**config.mk**
```make
export PLATFORM = sky130hd
export DESIGN_NAME = shic_standby_ctrl
export DESIGN_NICKNAME = d
export VERILOG_FILES = /design/src/verilog/shic_pkg.sv /design/src/verilog/shic_standby_ctrl.sv /design/src/verilog/shic_wake_eval.sv
export SDC_FILE = /design/constraint.sdc
export NUM_CORES = 1
export LEC_CHECK = 0
export ABC_AREA = 1
export BUFFER_PORTS_ARGS = -buffer_cell sky130_fd_sc_hd__buf_2
export CAP_MARGIN = 10
export CELL_PAD_IN_SITES_DETAIL_PLACEMENT = 1
export CELL_PAD_IN_SITES_GLOBAL_PLACEMENT = 2
export CORE_MARGIN = 2
export CORE_UTILIZATION = 29
export CTS_BUF_LIST = sky130_fd_sc_hd__clkbuf_4 sky130_fd_sc_hd__clkbuf_8
export CTS_CLUSTER_DIAMETER = 120
export DETAILED_ROUTE_END_ITERATION = 8
export GPL_TIMING_DRIVEN = 0
export PLACE_DENSITY_LB_ADDON = 0.3
export SETUP_SLACK_MARGIN = 0.4
export SLEW_MARGIN = 20
export SYNTH_ARGS = -nofsm -noshare
export SYNTH_HDL_FRONTEND = slang
export SYNTH_HIERARCHICAL = 1
export SYNTH_SLANG_ARGS = --single-unit
```
**constraint.sdc**
```tcl
create_clock -name clk_in -period 3.7 [get_ports clk_in]
set_clock_uncertainty 0.1 [all_clocks]
set_input_delay 0.185 -clock clk_in [delete_from_list [all_inputs] [get_ports clk_in]]
set_output_delay 0.185 -clock clk_in [all_outputs]
set_load 0.01 [all_outputs]
```
**src/verilog/shic_pkg.sv**
```systemverilog
// Constants and types shared by the standby halt and idle controller
package shic_pkg;

   // ----------------------------------------------------------------
   // Widths
   // ----------------------------------------------------------------
   localparam int ADDR_W = 4;
   localparam int DATA_W = 8;
   localparam int PRIO_W = 3;
   localparam int NPIN = 8;
   localparam int NRST = 5;

   // ----------------------------------------------------------------
   // Register offsets
   // ----------------------------------------------------------------
   localparam logic [3:0] MODE_REG_OFS = 4'h0;
   localparam logic [3:0] CTRL_REG_OFS = 4'h4;
   localparam logic [3:0] CFG_REG_OFS = 4'h8;
   localparam logic [3:0] STAT_REG_OFS = 4'hC;

   // ----------------------------------------------------------------
   // Field positions
   // ----------------------------------------------------------------
   localparam int SEL_LO_POS = 0;
   localparam int SEL_HI_POS = 1;
   localparam int TRIG_POS = 1;
   localparam int MASKABLE_M_POS = 4;
   localparam int NONMASK0_M_POS = 5;
   localparam int NONMASK1_M_POS = 6;
   localparam int SEC_PRES_POS = 0;
   localparam int EVT_SEC_POS = 1;
   localparam int WATCH_BAUD_POS = 2;
   localparam int STAT_STATE_POS = 0;
   localparam int STAT_CAUSE_POS = 2;
   localparam int STAT_DEEP_POS = 4;

   // ----------------------------------------------------------------
   // Reset values
   // ----------------------------------------------------------------
   localparam logic [1:0] MODE_RST = 2'h0;
   localparam logic [3:0] CTRL_RST = 4'h0;
   localparam logic [2:0] CFG_RST = 3'h0;

   // ----------------------------------------------------------------
   // Codes
   // ----------------------------------------------------------------
   localparam logic [1:0] SEL_IDLE_ONE = 2'h0;

   typedef enum logic [1:0] {
      ST_NORMAL = 2'b00,
      ST_HALT = 2'b01,
      ST_IDLE_ONE = 2'b10
   } shic_state_t;

   typedef enum logic [1:0] {
      CAUSE_NONE = 2'b00,
      CAUSE_NONMASK = 2'b01,
      CAUSE_MASKABLE = 2'b10,
      CAUSE_RESET = 2'b11
   } shic_cause_t;

endpackage

```
**src/verilog/shic_standby_ctrl.sv**
```systemverilog
// Standby controller: halt and idle-one entry, release and clock gating
//
// How it works
// - Halt instruction gates processor clock and, per source, timer clocks.
// - Pending request at halt entry exits immediately.
// - Halt ends on nonmaskable, pin, peripheral, reset.
// - Any request wakes; lower priority stays pending.
// - Higher priority request wakes and is acknowledged.
// - Nonmaskable branches; maskable depends on enable state.
// - Reset release performs ordinary reset sequence.
// - Halt keeps oscillators, peripherals, event timer rules.
// - Watch timer in halt follows its source.
// - Halt holds ports, registers, flags, RAM.
// - Select bits 00 plus trigger enters idle-one.
// - Select bits honoured only while trigger set.
// - Idle-one stops processor and main-clock peripherals.
// - Secondary clock peripherals run; RAM kept.
// - Idle-one exit needs no stabilisation wait.
// - Pending request at idle-one entry exits immediately.
// - Idle-one ends on nonmaskable, pin, idle-capable peripheral, reset.
// - Wake mask bits block idle-one release.
//
// The placing of the registers and strobed register access were decided locally.
`timescale 1ns/1ps
`default_nettype none
module shic_standby_ctrl
   import shic_pkg::*;
(
   input wire logic clk_in,
   input wire logic rst_b_in,
   // Register port
   input wire logic [shic_pkg::ADDR_W-1:0] addr_in,
   input wire logic [shic_pkg::DATA_W-1:0] wdata_in,
   input wire logic wr_in,
   input wire logic rd_in,
   output logic [shic_pkg::DATA_W-1:0] rdata_out,
   // Processor and interrupt controller
   input wire logic halt_exec_in,
   input wire logic nmi_pin_in,
   input wire logic watchdog_nonmask_irq_in,
   input wire logic [shic_pkg::NPIN-1:0] ext_pin_irq_in,
   input wire logic periph_irq_in,
   input wire logic periph_idle_irq_in,
   input wire logic [shic_pkg::PRIO_W-1:0] req_prio_in,
   input wire logic svc_active_in,
   input wire logic [shic_pkg::PRIO_W-1:0] svc_prio_in,
   input wire logic irq_enabled_state_in,
   input wire logic [shic_pkg::NRST-1:0] rst_src_in,
   // Results
   output logic cpu_clk_en_out,
   output logic periph_clk_en_out,
   output logic osc_pll_flash_en_out,
   output logic event_timer_clk_en_out,
   output logic watch_timer_clk_en_out,
   output logic state_hold_out,
   output logic wake_branch_out,
   output logic wake_resume_out,
   output logic sys_reset_out,
   output logic [1:0] state_out
);

   // ----------------------------------------------------------------
   // Registers
   // ----------------------------------------------------------------
   logic [1:0] mode_r;
   logic trig_r;
   logic maskable_m_r;
   logic nonmask0_m_r;
   logic nonmask1_m_r;
   logic [2:0] cfg_r;
   shic_state_t state_r;
   shic_cause_t cause_r;
   logic deep_r;
   logic [DATA_W-1:0] rdata_r;
   logic cpu_en_r;
   logic periph_en_r;
   logic osc_en_r;
   logic evt_en_r;
   logic watch_en_r;
   logic hold_r;
   logic branch_r;
   logic resume_r;
   logic sysrst_r;

   // ----------------------------------------------------------------
   // Decode
   // ----------------------------------------------------------------
   wire logic wr_mode;
   wire logic wr_ctrl;
   wire logic wr_cfg;
   wire logic any_rst;
   wire logic in_halt;
   wire logic in_idle;
   wire logic wake;
   wire logic nonmask;
   wire logic branch;
   wire logic trig_wr;
   wire logic idle_req;
   wire logic deep_req;
   wire logic halt_req;
   wire logic sec_pres;
   wire logic evt_sec;
   wire logic watch_baud;

   // Address decode for writes
   assign wr_mode = wr_in & (addr_in == MODE_REG_OFS);
   assign wr_ctrl = wr_in & (addr_in == CTRL_REG_OFS);
   assign wr_cfg = wr_in & (addr_in == CFG_REG_OFS);

   assign any_rst = |rst_src_in;
   assign in_halt = (state_r == ST_HALT);
   assign in_idle = (state_r == ST_IDLE_ONE);
   assign sec_pres = cfg_r[SEC_PRES_POS];
   assign evt_sec = cfg_r[EVT_SEC_POS];
   assign watch_baud = cfg_r[WATCH_BAUD_POS];

   // Select bits only count in the trigger write itself
   assign trig_wr = wr_ctrl & wdata_in[TRIG_POS];
   assign idle_req = trig_wr & (mode_r == SEL_IDLE_ONE);
   assign deep_req = trig_wr & (mode_r != SEL_IDLE_ONE);
   assign halt_req = halt_exec_in;

   // ----------------------------------------------------------------
   // Wake evaluation, every cycle
   // ----------------------------------------------------------------
   shic_wake_eval u_wake (
      .in_halt_in(in_halt),
      .in_idle_in(in_idle),
      .nmi_pin_in(nmi_pin_in),
      .watchdog_nonmask_irq_in(watchdog_nonmask_irq_in),
      .ext_pin_irq_in(ext_pin_irq_in),
      .periph_irq_in(periph_irq_in),
      .periph_idle_irq_in(periph_idle_irq_in),
      .nonmask0_wake_mask_in(nonmask0_m_r),
      .nonmask1_wake_mask_in(nonmask1_m_r),
      .maskable_wake_mask_in(maskable_m_r),
      .req_prio_in(req_prio_in),
      .svc_active_in(svc_active_in),
      .svc_prio_in(svc_prio_in),
      .irq_enabled_state_in(irq_enabled_state_in),
      .wake_out(wake),
      .nonmask_out(nonmask),
      .branch_out(branch)
   );

   // ----------------------------------------------------------------
   // Next state
   // ----------------------------------------------------------------
   shic_state_t state_nxt;

   // Entry in the cycle of the request; a pending source is seen
   // one cycle later, so the state is entered and then left
   always_comb begin
      state_nxt = state_r;
      case (state_r)
         ST_NORMAL: begin
            if (halt_req) begin
               state_nxt = ST_HALT;
            end else if (idle_req) begin
               state_nxt = ST_IDLE_ONE;
            end
         end
         ST_HALT, ST_IDLE_ONE: begin
            if (wake) begin
               state_nxt = ST_NORMAL;
            end
         end
         default: begin
            state_nxt = ST_NORMAL;
         end
      endcase
   end

   // ----------------------------------------------------------------
   // Clock rules per state
   // ----------------------------------------------------------------
   // Event timer: halt stops it only on an absent secondary source;
   // idle keeps it only when it counts the secondary clock
   function automatic logic evt_rule(input shic_state_t st,
                                     input logic pres,
                                     input logic sec);
      if (st == ST_HALT) begin
         evt_rule = pres | ~sec;
      end else if (st == ST_IDLE_ONE) begin
         evt_rule = pres & sec;
      end else begin
         evt_rule = 1'b1;
      end
   endfunction

   // Watch timer: same rule in halt and idle
   function automatic logic watch_rule(input shic_state_t st,
                                       input logic pres,
                                       input logic baud);
      if (st == ST_NORMAL) begin
         watch_rule = 1'b1;
      end else begin
         watch_rule = pres | baud;
      end
   endfunction

   wire logic cpu_en_nxt;
   wire logic periph_en_nxt;
   wire logic evt_en_nxt;
   wire logic watch_en_nxt;
   wire logic leaving;

   // Enables follow the next state so they move with the state
   assign cpu_en_nxt = (state_nxt == ST_NORMAL);
   assign periph_en_nxt = (state_nxt != ST_IDLE_ONE);
   assign evt_en_nxt = evt_rule(state_nxt, sec_pres, evt_sec);
   assign watch_en_nxt = watch_rule(state_nxt, sec_pres, watch_baud);
   assign leaving = (in_halt | in_idle) & wake;

   // ----------------------------------------------------------------
   // Read mux
   // ----------------------------------------------------------------
   wire logic [DATA_W-1:0] mode_view;
   wire logic [DATA_W-1:0] ctrl_view;
   wire logic [DATA_W-1:0] cfg_view;
   wire logic [DATA_W-1:0] stat_view;
   wire logic [DATA_W-1:0] rd_sel;

   assign mode_view = {6'h00, mode_r};
   assign ctrl_view = {1'b0, nonmask1_m_r, nonmask0_m_r, maskable_m_r,
                       2'h0, trig_r, 1'b0};
   assign cfg_view = {5'h00, cfg_r};
   assign stat_view = {3'h0, deep_r, cause_r, state_r};

   // Unmapped addresses read as zero
   assign rd_sel = (addr_in == MODE_REG_OFS) ? mode_view :
                   (addr_in == CTRL_REG_OFS) ? ctrl_view :
                   (addr_in == CFG_REG_OFS) ? cfg_view :
                   (addr_in == STAT_REG_OFS) ? stat_view : 8'h00;

   // ----------------------------------------------------------------
   // Software registers
   // ----------------------------------------------------------------
   // A reset source returns the mode, control and configuration registers to their reset values
   always_ff @(posedge clk_in or negedge rst_b_in) begin
      if (!rst_b_in) begin
         mode_r <= MODE_RST;
         cfg_r <= CFG_RST;
         maskable_m_r <= CTRL_RST[MASKABLE_M_POS-4];
         nonmask0_m_r <= CTRL_RST[NONMASK0_M_POS-4];
         nonmask1_m_r <= CTRL_RST[NONMASK1_M_POS-4];
      end else if (any_rst) begin
         mode_r <= MODE_RST;
         cfg_r <= CFG_RST;
         maskable_m_r <= CTRL_RST[MASKABLE_M_POS-4];
         nonmask0_m_r <= CTRL_RST[NONMASK0_M_POS-4];
         nonmask1_m_r <= CTRL_RST[NONMASK1_M_POS-4];
      end else begin
         if (wr_mode) begin
            mode_r <= wdata_in[SEL_HI_POS:SEL_LO_POS];
         end
         if (wr_cfg) begin
            cfg_r <= wdata_in[WATCH_BAUD_POS:SEC_PRES_POS];
         end
         if (wr_ctrl) begin
            maskable_m_r <= wdata_in[MASKABLE_M_POS];
            nonmask0_m_r <= wdata_in[NONMASK0_M_POS];
            nonmask1_m_r <= wdata_in[NONMASK1_M_POS];
         end
      end
   end

   // Trigger stays set through idle and drops on release; deeper
   // modes are not served here and the trigger is dropped at once
   always_ff @(posedge clk_in or negedge rst_b_in) begin
      if (!rst_b_in) begin
         trig_r <= 1'b0;
         deep_r <= 1'b0;
      end else if (any_rst) begin
         trig_r <= 1'b0;
         deep_r <= 1'b0;
      end else if (in_idle & wake) begin
         trig_r <= 1'b0;
      end else if (wr_ctrl) begin
         trig_r <= idle_req & (state_r == ST_NORMAL) & ~halt_req;
         deep_r <= deep_req;
      end
   end

   // ----------------------------------------------------------------
   // State and release cause
   // ----------------------------------------------------------------
   always_ff @(posedge clk_in or negedge rst_b_in) begin
      if (!rst_b_in) begin
         state_r <= ST_NORMAL;
         cause_r <= CAUSE_NONE;
      end else if (any_rst) begin
         state_r <= ST_NORMAL;
         cause_r <= (state_r == ST_NORMAL) ? CAUSE_NONE : CAUSE_RESET;
      end else begin
         state_r <= state_nxt;
         if (leaving) begin
            cause_r <= nonmask ? CAUSE_NONMASK : CAUSE_MASKABLE;
         end
      end
   end

   // ----------------------------------------------------------------
   // Clock enables and hold
   // ----------------------------------------------------------------
   // Oscillators, PLL and flash never stop in these two states
   always_ff @(posedge clk_in or negedge rst_b_in) begin
      if (!rst_b_in) begin
         cpu_en_r <= 1'b1;
         periph_en_r <= 1'b1;
         osc_en_r <= 1'b1;
         evt_en_r <= 1'b1;
         watch_en_r <= 1'b1;
         hold_r <= 1'b0;
      end else if (any_rst) begin
         cpu_en_r <= 1'b1;
         periph_en_r <= 1'b1;
         osc_en_r <= 1'b1;
         evt_en_r <= 1'b1;
         watch_en_r <= 1'b1;
         hold_r <= 1'b0;
      end else begin
         cpu_en_r <= cpu_en_nxt;
         periph_en_r <= periph_en_nxt;
         osc_en_r <= 1'b1;
         evt_en_r <= evt_en_nxt;
         watch_en_r <= watch_en_nxt;
         hold_r <= (state_nxt != ST_NORMAL);
      end
   end

   // ----------------------------------------------------------------
   // Release pulses, reset request and read data
   // ----------------------------------------------------------------
   // A request that is not acknowledged stays pending in the
   // interrupt controller; only resume is signalled for it
   always_ff @(posedge clk_in or negedge rst_b_in) begin
      if (!rst_b_in) begin
         branch_r <= 1'b0;
         resume_r <= 1'b0;
         sysrst_r <= 1'b0;
         rdata_r <= 8'h00;
      end else begin
         branch_r <= leaving & branch & ~any_rst;
         resume_r <= leaving & ~branch & ~any_rst;
         sysrst_r <= any_rst;
         rdata_r <= rd_in ? rd_sel : 8'h00;
      end
   end

   // ----------------------------------------------------------------
   // Outputs
   // ----------------------------------------------------------------
   assign rdata_out = rdata_r;
   assign cpu_clk_en_out = cpu_en_r;
   assign periph_clk_en_out = periph_en_r;
   assign osc_pll_flash_en_out = osc_en_r;
   assign event_timer_clk_en_out = evt_en_r;
   assign watch_timer_clk_en_out = watch_en_r;
   assign state_hold_out = hold_r;
   assign wake_branch_out = branch_r;
   assign wake_resume_out = resume_r;
   assign sys_reset_out = sysrst_r;
   assign state_out = state_r;

endmodule
`default_nettype wire

```
**src/verilog/shic_wake_eval.sv**
```systemverilog
// Wake source combiner and priority judge for the standby controller
`timescale 1ns/1ps
`default_nettype none
module shic_wake_eval
   import shic_pkg::*;
(
   input wire logic in_halt_in,
   input wire logic in_idle_in,
   input wire logic nmi_pin_in,
   input wire logic watchdog_nonmask_irq_in,
   input wire logic [shic_pkg::NPIN-1:0] ext_pin_irq_in,
   input wire logic periph_irq_in,
   input wire logic periph_idle_irq_in,
   input wire logic nonmask0_wake_mask_in,
   input wire logic nonmask1_wake_mask_in,
   input wire logic maskable_wake_mask_in,
   input wire logic [shic_pkg::PRIO_W-1:0] req_prio_in,
   input wire logic svc_active_in,
   input wire logic [shic_pkg::PRIO_W-1:0] svc_prio_in,
   input wire logic irq_enabled_state_in,
   output logic wake_out,
   output logic nonmask_out,
   output logic branch_out
);

   // ----------------------------------------------------------------
   // Source gating per state
   // ----------------------------------------------------------------
   wire logic any_pin;
   wire logic nm_halt;
   wire logic nm_idle;
   wire logic mk_halt;
   wire logic mk_idle;
   wire logic higher;
   wire logic mask_wake;

   // Masks only apply in idle; halt sees every source, masked or not
   assign any_pin = |ext_pin_irq_in;
   assign nm_halt = nmi_pin_in | watchdog_nonmask_irq_in;
   assign nm_idle = (nmi_pin_in & ~nonmask0_wake_mask_in)
                  | (watchdog_nonmask_irq_in & ~nonmask1_wake_mask_in);
   assign mk_halt = any_pin | periph_irq_in;
   assign mk_idle = (any_pin | periph_idle_irq_in)
                  & ~maskable_wake_mask_in;

   // Any priority wakes; priority only decides acknowledgement
   assign nonmask_out = (in_halt_in & nm_halt) | (in_idle_in & nm_idle);
   assign mask_wake = (in_halt_in & mk_halt) | (in_idle_in & mk_idle);
   assign wake_out = nonmask_out | mask_wake;

   // Lower code means higher priority
   assign higher = ~svc_active_in | (req_prio_in < svc_prio_in);

   // Nonmaskable always branches; maskable needs enable and rank
   assign branch_out = nonmask_out
                     | (mask_wake & irq_enabled_state_in & higher);

endmodule
`default_nettype wire

```
# Yosys cells after proc, flatten, opt, wreduce, memory -nomap -nowiden
# Index checks and enable logic that the tools add are counted.
[word_totals] ff_bits=29 input_bits=42 output_inout_bits=19 wordCells=125
[classes] n_lt_le_gt_ge=1 n_eq_ne=9 n_mux=38 bitwise=44 n_reduce_logical=15
[op_table] cell="1-bit AND" count=24
[op_table] cell="7-bit 2-to-1 mux" count=3
[op_table] cell="1-bit 2-to-1 mux" count=20
[op_table] cell="2-bit 2-to-1 mux" count=10
[op_table] cell="1-bit bitwise OR" count=12
[op_table] cell="2-bit nonzero test" count=6
[op_table] cell="5-bit 2-to-1 mux" count=2
[op_table] cell="4-bit == test, second input constant" count=2
[op_table] cell="1-bit NOT" count=8
[op_table] cell="8-bit OR reduction" count=1
[op_table] cell="2-bit logical NOT" count=3
[op_table] cell="3-bit 2-to-1 mux" count=2
[op_table] cell="5-bit OR reduction" count=1
[op_table] cell="2-bit by 1-bit == test with 1-bit output, second input constant" count=2
[op_table] cell="2-bit == test, second input constant" count=2
[op_table] cell="4-bit by 3-bit == test with 1-bit output, second input constant" count=1
[op_table] cell="4-bit logical NOT" count=1
[op_table] cell="2-bit inequality test, second input constant" count=2
[op_table] cell="2-bit case mux with 2 select lines" count=1
[op_table] cell="3-bit < comparator" count=1
[op_table] cell="3-bit nonzero test" count=1
[op_table] cell="2-bit AND reduction" count=1
[op_table] cell="2-bit OR reduction" count=1

# Longest topological paths before layout
[depth] depth_word=12 ltp_mapped=13 ltp_nobuf=13

# Cells and area by module
# Netlist, hierarchy kept.
[by_module_without_submodules] module="shic_standby_ctrl" instances=1 cells_per_inst=167 area_per_inst_um2=1402.6 seq_area_each_um2=730.7
[by_module_without_submodules] module="shic_wake_eval" instances=1 cells_per_inst=37 area_per_inst_um2=177.7 seq_area_each_um2=0.0

# Worst setup path before layout
# OpenSTA, ideal clock, no wires.
[synth_timing] path_type="flip-flop to flip-flop" start="register state_r[0], in the netlist state_out[0]" end="register periph_en_r, in the netlist periph_clk_en_out" setup_ns=0.084 arrival_ns=1.606 required_time_ns=3.516 path_slack_ns=1.910 path_stages_with_launch=11 path_buffers=0 synth_period_minus_slack_ns=1.790 cell_sequence="dfrtp_1 > inv_1 > ha_1 > a21oi_2 > nand3_2 > nor2_1 > o21ai_0 > nand2_2 > nand2_2 > nor2_2 > nand3_1"
[synth_via] elab_chain_cells=8 word_cells_on_any_way=17 cone_classes="3 x eq/ne; 5 x mux; 7 x bitwise; 2 x reduce/logical"
[synth_lines] element="start: declaration" line_no="shic_standby_ctrl.sv:71" source="shic_state_t state_r;"
[synth_lines] element="start signal: assignment" line_no="shic_standby_ctrl.sv:296" source="state_r <= state_nxt;"
[synth_lines] element="2-bit == test (*)" line_no="shic_standby_ctrl.sv:112" source="assign in_idle = (state_r == ST_IDLE_ONE);"
[synth_lines] element="named net in_idle" line_no="shic_standby_ctrl.sv:93" source="wire logic in_idle;"
[synth_lines] element="1-bit AND, on equally long branches" line_no="shic_wake_eval.sv:47, shic_wake_eval.sv:48"
[synth_lines] element="1-bit bitwise OR, on equally long branches" line_no="shic_wake_eval.sv:47, shic_wake_eval.sv:48"
[synth_lines] element="1-bit bitwise OR (*)" line_no="shic_wake_eval.sv:49" source="assign wake_out = nonmask_out | mask_wake;"
[synth_lines] element="named net wake" line_no="shic_standby_ctrl.sv:94" source="wire logic wake;"
[synth_lines] element="2-bit 2-to-1 mux (*)" line_no="shic_standby_ctrl.sv:164" source="if (wake) begin"
[synth_lines] element="2-bit case mux with 2 select lines (*)" line_no="shic_standby_ctrl.sv:155" source="case (state_r)"
[synth_lines] element="2-bit inequality test (*)" line_no="shic_standby_ctrl.sv:210" source="assign periph_en_nxt = (state_nxt != ST_IDLE_ONE);"
[synth_lines] element="1-bit 2-to-1 mux (*)" line_no="shic_standby_ctrl.sv:315" source="end else if (any_rst) begin"
[synth_lines] element="end signal: assignment" line_no="shic_standby_ctrl.sv:324" source="periph_en_r <= periph_en_nxt;"
[synth_lines] element="end: declaration" line_no="shic_standby_ctrl.sv:76" source="logic periph_en_r;"
# Mark *: on every way through the listed nets, which the timed path passes. The rest lies on a longest branch.
# A chain may end at the register's enable or synchronous reset.

# Final worst setup path
[layout_timing] start="register state_r[1], in the netlist state_out[1]" end="register periph_en_r, in the netlist periph_clk_en_out"
[layout_via] elab_chain_cells=8 word_cells_on_any_way=17 cone_classes="3 x eq/ne; 5 x mux; 7 x bitwise; 2 x reduce/logical"
[layout_lines] element="2-bit by 1-bit == test with 1-bit output (*)" line_no="shic_standby_ctrl.sv:111" source="assign in_halt = (state_r == ST_HALT);"
[layout_lines] element="named net in_halt" line_no="shic_standby_ctrl.sv:92" source="wire logic in_halt;"
[layout_lines] element="1-bit AND, on equally long branches" line_no="shic_wake_eval.sv:47, shic_wake_eval.sv:48"
[layout_lines] element="1-bit bitwise OR, on equally long branches" line_no="shic_wake_eval.sv:47, shic_wake_eval.sv:48"
[layout_lines] element="1-bit bitwise OR (*)" line_no="shic_wake_eval.sv:49"
[layout_lines] element="named net wake" line_no="shic_standby_ctrl.sv:94"
[layout_lines] element="2-bit 2-to-1 mux (*)" line_no="shic_standby_ctrl.sv:164"
[layout_lines] element="2-bit case mux with 2 select lines (*)" line_no="shic_standby_ctrl.sv:155"
[layout_lines] element="2-bit inequality test (*)" line_no="shic_standby_ctrl.sv:210"
[layout_lines] element="1-bit 2-to-1 mux (*)" line_no="shic_standby_ctrl.sv:315"
# Marks and branches as above.

==> impl.org <==
** Status
- Status :: finished clean

** Cells and area
- Number of inserted diodes :: 0
- Proportion of layout cells with a drive suffix above 1 :: approximately a third
- Final net count :: ~320
- P&R area growth vs syn :: 31.5%

** Critical path
- Worst setup path start :: state_out[1]
- Required time of the critical path :: 3.81 ns
- Startpoint types :: flop
- Worst r2r path cells :: 11
- Slowest cell on the critical path :: dfrtp_1
- Cell depth of the worst setup path :: 11
- Delay of the slowest cell on the worst path :: 0.42 ns
- Worst setup path endpoint :: periph_clk_en_out
- CP Class :: flop to flop
- The startpoint identified for the worst register-to-register timing path is state_out[1].
- Kind of capture point of the worst setup path :: flop
- Cell type group with the largest total delay on the critical path :: simple AND/OR/NAND/NOR gates
- Together, buffers and inverters on the worst path number 1.
- Most Frequent Cell on Critical Path :: nand2_2
- Worst reg2reg endpoint :: periph_clk_en_out
- Of all nets on the critical path, the largest fanout is 5.
- The worst register-to-register path has a setup slack of 1.67 ns.
- Data arrives at the worst endpoint at roughly 2.1 ns.
- Critical-path cell list :: inv_1, ha_1, o21a_1, a21oi_2, nand3_2, nor2_1, o21ai_0, nand2_2, nand2_2, nor2_2, nand3_1

** Route
- Routed length on met1 :: roughly 1800 um
- Iteration count of the initial detailed-routing pass :: 4
- After detailed routing, the number of vias per cell comes to 4.42.
- In this run, the number of DRC markers left after iteration 0 of detailed routing was 40.
- WL met2 :: 1960 um
- Top routing layer in use :: met4
- Total vias in the final route :: 1498
- Length of routed met3 wiring :: 213 um
- In the routed design, unresolved DRC markers number 0.
- Antenna Nets Post-Route :: 0
- In the final routed layout, each cell accounts on average for approximately 12 um.
- Total detailed-routing wirelength :: ~4100 um

** Hold path
- Tightest Hold Check Type :: input pin to flop

** Place
- In this run the tool buffered the top-level ports with 56 buffer cells.
- Placer congestion estimate :: 0.782
- Final HPWL DP :: 3170 um

** Clock network
- Clock latency on the worst-skew pair :: about 0.28 ns
- Buffers added to address setup during post-CTS repair amount to 0.
- Clock sink count :: 29
- Counting the buffers created by CTS gives 5.
- Clock-pin slew was measured on the worst setup and hold paths at 0.07 ns.
- Clock tree synthesis selected as its root buffer the cell clkbuf_8.
- CTS built an H-tree with a depth of 2.
- CTS tree :: yes
- The longest clock path from root to sink contains 2 buffers.

** STA
- Slew Limit Fails :: 0
- Hold Violations, Final :: 0
- Fmax :: 494 MHz
- Setup total negative slack on the finished layout was measured at 0 ns.
- The smallest clock period supported by the final layout is computed as about 2.0 ns.
- For the pin with the worst max-slew slack, the measured transition is 0.690 ns.
- Total of endpoints with negative setup slack in the final report :: 0
- Slew headroom :: 54.0%
- Setup repair after global routing left no endpoint under its margin.
- Of the available clock period, the critical path in the final layout requires 54.7%.

** Floorplan
- The die covers 6060 um2.
- Number of placement rows :: 26
- Num ports :: 61
- Die H :: 77.8 um
- The region available for standard cell placement spans 5170 um2.
- Starting utilization of the core area :: 30.6%
- Die X-Extent :: 77.8 um

** Yosys
- Number of register bits inferred by synthesis :: 29
- Counting distinct cell types in the post-synthesis netlist gives 30.
- The number of nets in the synthesized netlist is 252.
- Number of instances in the synthesized netlist :: 204
- Yosys printed 6 warnings.
- Mean cell area of the mapped netlist :: slightly below 8 um2
- Seq/Total Area, Yosys :: 46.2%
- The mapped netlist covers 1580 um2.

** Global routing
- Global-route usage over all layers :: 14.9%
- The initial antenna violation count was 0.
- The number of global-route vias before repair was about 1600.
- Entering global routing, the biggest net connects 30 pins.
- Wire length of the first global-routing pass :: around 7100 um
- GRT overflow :: 0

** Pwr
- Total design power :: about 0.00073 W
- IR analysis of the VDD net gives a maximum drop of 0.165 mV.
- Static Leak :: 1.15 nW
- For this design the ratio of total power to cell area is 353 nW/um2.

** Flow run
- Maximum Capacitance Violations :: 0
-- repair_timing --
action,in CTS,in global routing
hold buffers,1,0
hold endpoints to repair,25,0
resized for setup,0,0
setup endpoints to repair,0,0
-- state kept, by name, indices dropped and copies added, names as in the netlist --
| name | flops |
|---|---|
| cause_r | 2 |
| cfg_r | 3 |
| cpu_clk_en_out | 1 |
| deep_r | 1 |
| event_timer_clk_en_out | 1 |
| maskable_m_r | 1 |
| mode_r | 2 |
| nonmask0_m_r | 1 |
| nonmask1_m_r | 1 |
| periph_clk_en_out | 1 |
| rdata_out | 7 |
| state_hold_out | 1 |
| state_out | 2 |
| sys_reset_out | 1 |
| trig_r | 1 |
| wake_branch_out | 1 |
| wake_resume_out | 1 |
| watch_timer_clk_en_out | 1 |
-- logic make-up (layout without fill, tap and decap cells) --
logic type	Yosys count	after routing	share of synthesized area [%]
buffers and inverters	41	106	10.8
adders and majority gates	6	6	4.75
DFF	29	29	46.2
other	2	2	0.475
AOI/OAI and AO/OA	24	24	9.18
and+or+nand+nor	102	102	28.6
-- routing by layer --
metal,up-vias,GRT usage [%]
li1,760,-
met5,-,0
met4,0,4.29
met1,697,16.9
met3,5,4.07
met2,36,27.1
-- layout by cell type (no fill, tap or decap), types with 4 or more instances in the layout --
cell type,count
clkbuf_8,6
nand2_1,49
a21oi_1,5
nand3_1,15
dfrtp_1,25
o21ai_0,8
ha_1,6
nand2_2,8
inv_1,34
nor2_1,18
buf_2,57
dfstp_2,4
-- worst min path at each step --
| stage | from | endpoint | cells past startpoint |
|---|---|---|---|
| 6_report | wdata_in[2] | cfg_r[2] | 3 |
| 5_1_grt | wdata_in[2] | cfg_r[2] | 3 |
| 4_1_cts | wdata_in[2] | cfg_r[2] | 3 |
| 3_5_place_dp | rst_b_in | rdata_out[1] | 1 |
| 3_3_place_gp | rst_b_in | mode_r[1] | 1 |
| 2_1_floorplan | rst_b_in | cause_r[0] | 0 |
-- synthesized netlist by cell type, drive strengths merged --
cell type	n	area share, %
nand2	57	15
o221ai	1	0.55
nor4	1	0.40
o22ai	1	0.40
dfrtp	25	40
or2	2	0.79
o21ai	9	2.9
nand4	2	0.79
nor3	3	0.95
a211oi	3	1.4
conb	2	0.48
nand3	16	5.4
nor2	21	5.5
dfstp	4	6.7
o31ai	2	0.95
ha	6	4.8
a21oi	6	2.1
o21a	1	0.48
a31oi	1	0.40
buf	4	2.0
inv	37	8.8
-- per-stage QoR --
stage               cell area [um2]  hold WS (ns)  cells  worst slack, ns  utilization (%)
floorplan                      1580        -0.211    204             1.91                -
global placement               1950         0.170    330             1.64             37.7
detailed placement             1950         0.178    330             1.64             37.7
CTS                            2080        0.0167    339             1.62             40.2
global route                   2080        0.0359    339             1.41             40.2
finish                         2080        0.0214    339             1.67             40.2
-- report_power, final --
| part | leakage (nW) | switching (W) | internal, W | total, W |
|---|---|---|---|---|
| registers | 0.386 | 0.000000553 | 0.000319 | 0.000319 |
| clock network | 0.0619 | 0.000123 | 0.000227 | 0.000350 |
| logic | 0.698 | 0.0000371 | 0.0000271 | 0.0000642 |
| total | 1.15 | 0.000161 | 0.000573 | 0.000733 |
-- worst register-to-register path, stage by stage, from the launching register on --
cell and delay, ns:
dfrtp_1 0.42, inv_1 0.10, ha_1 0.22, o21a_1 0.12, a21oi_2 0.18, nand3_2 0.15, nor2_1 0.17, o21ai_0 0.13
nand2_2 0.12, nand2_2 0.07, nor2_2 0.09, nand3_1 0.08
-- area by class of cell --
| cell class | instances | area [um2] |
|---|---|---|
| Timing Repair Buffer | 57 | 290 |
| Tap cell | 70 | 87.6 |
| Clock inverter | 1 | 30.0 |
| Fill cell | 655 | 3090 |
| Clock buffer | 7 | 90.1 |
| Multi-Input combinational cell | 134 | 679 |
| Buffer | 4 | 31.3 |
| Sequential cell | 29 | 731 |
| Inverter | 37 | 139 |
(Power assumes the default switching activity.)
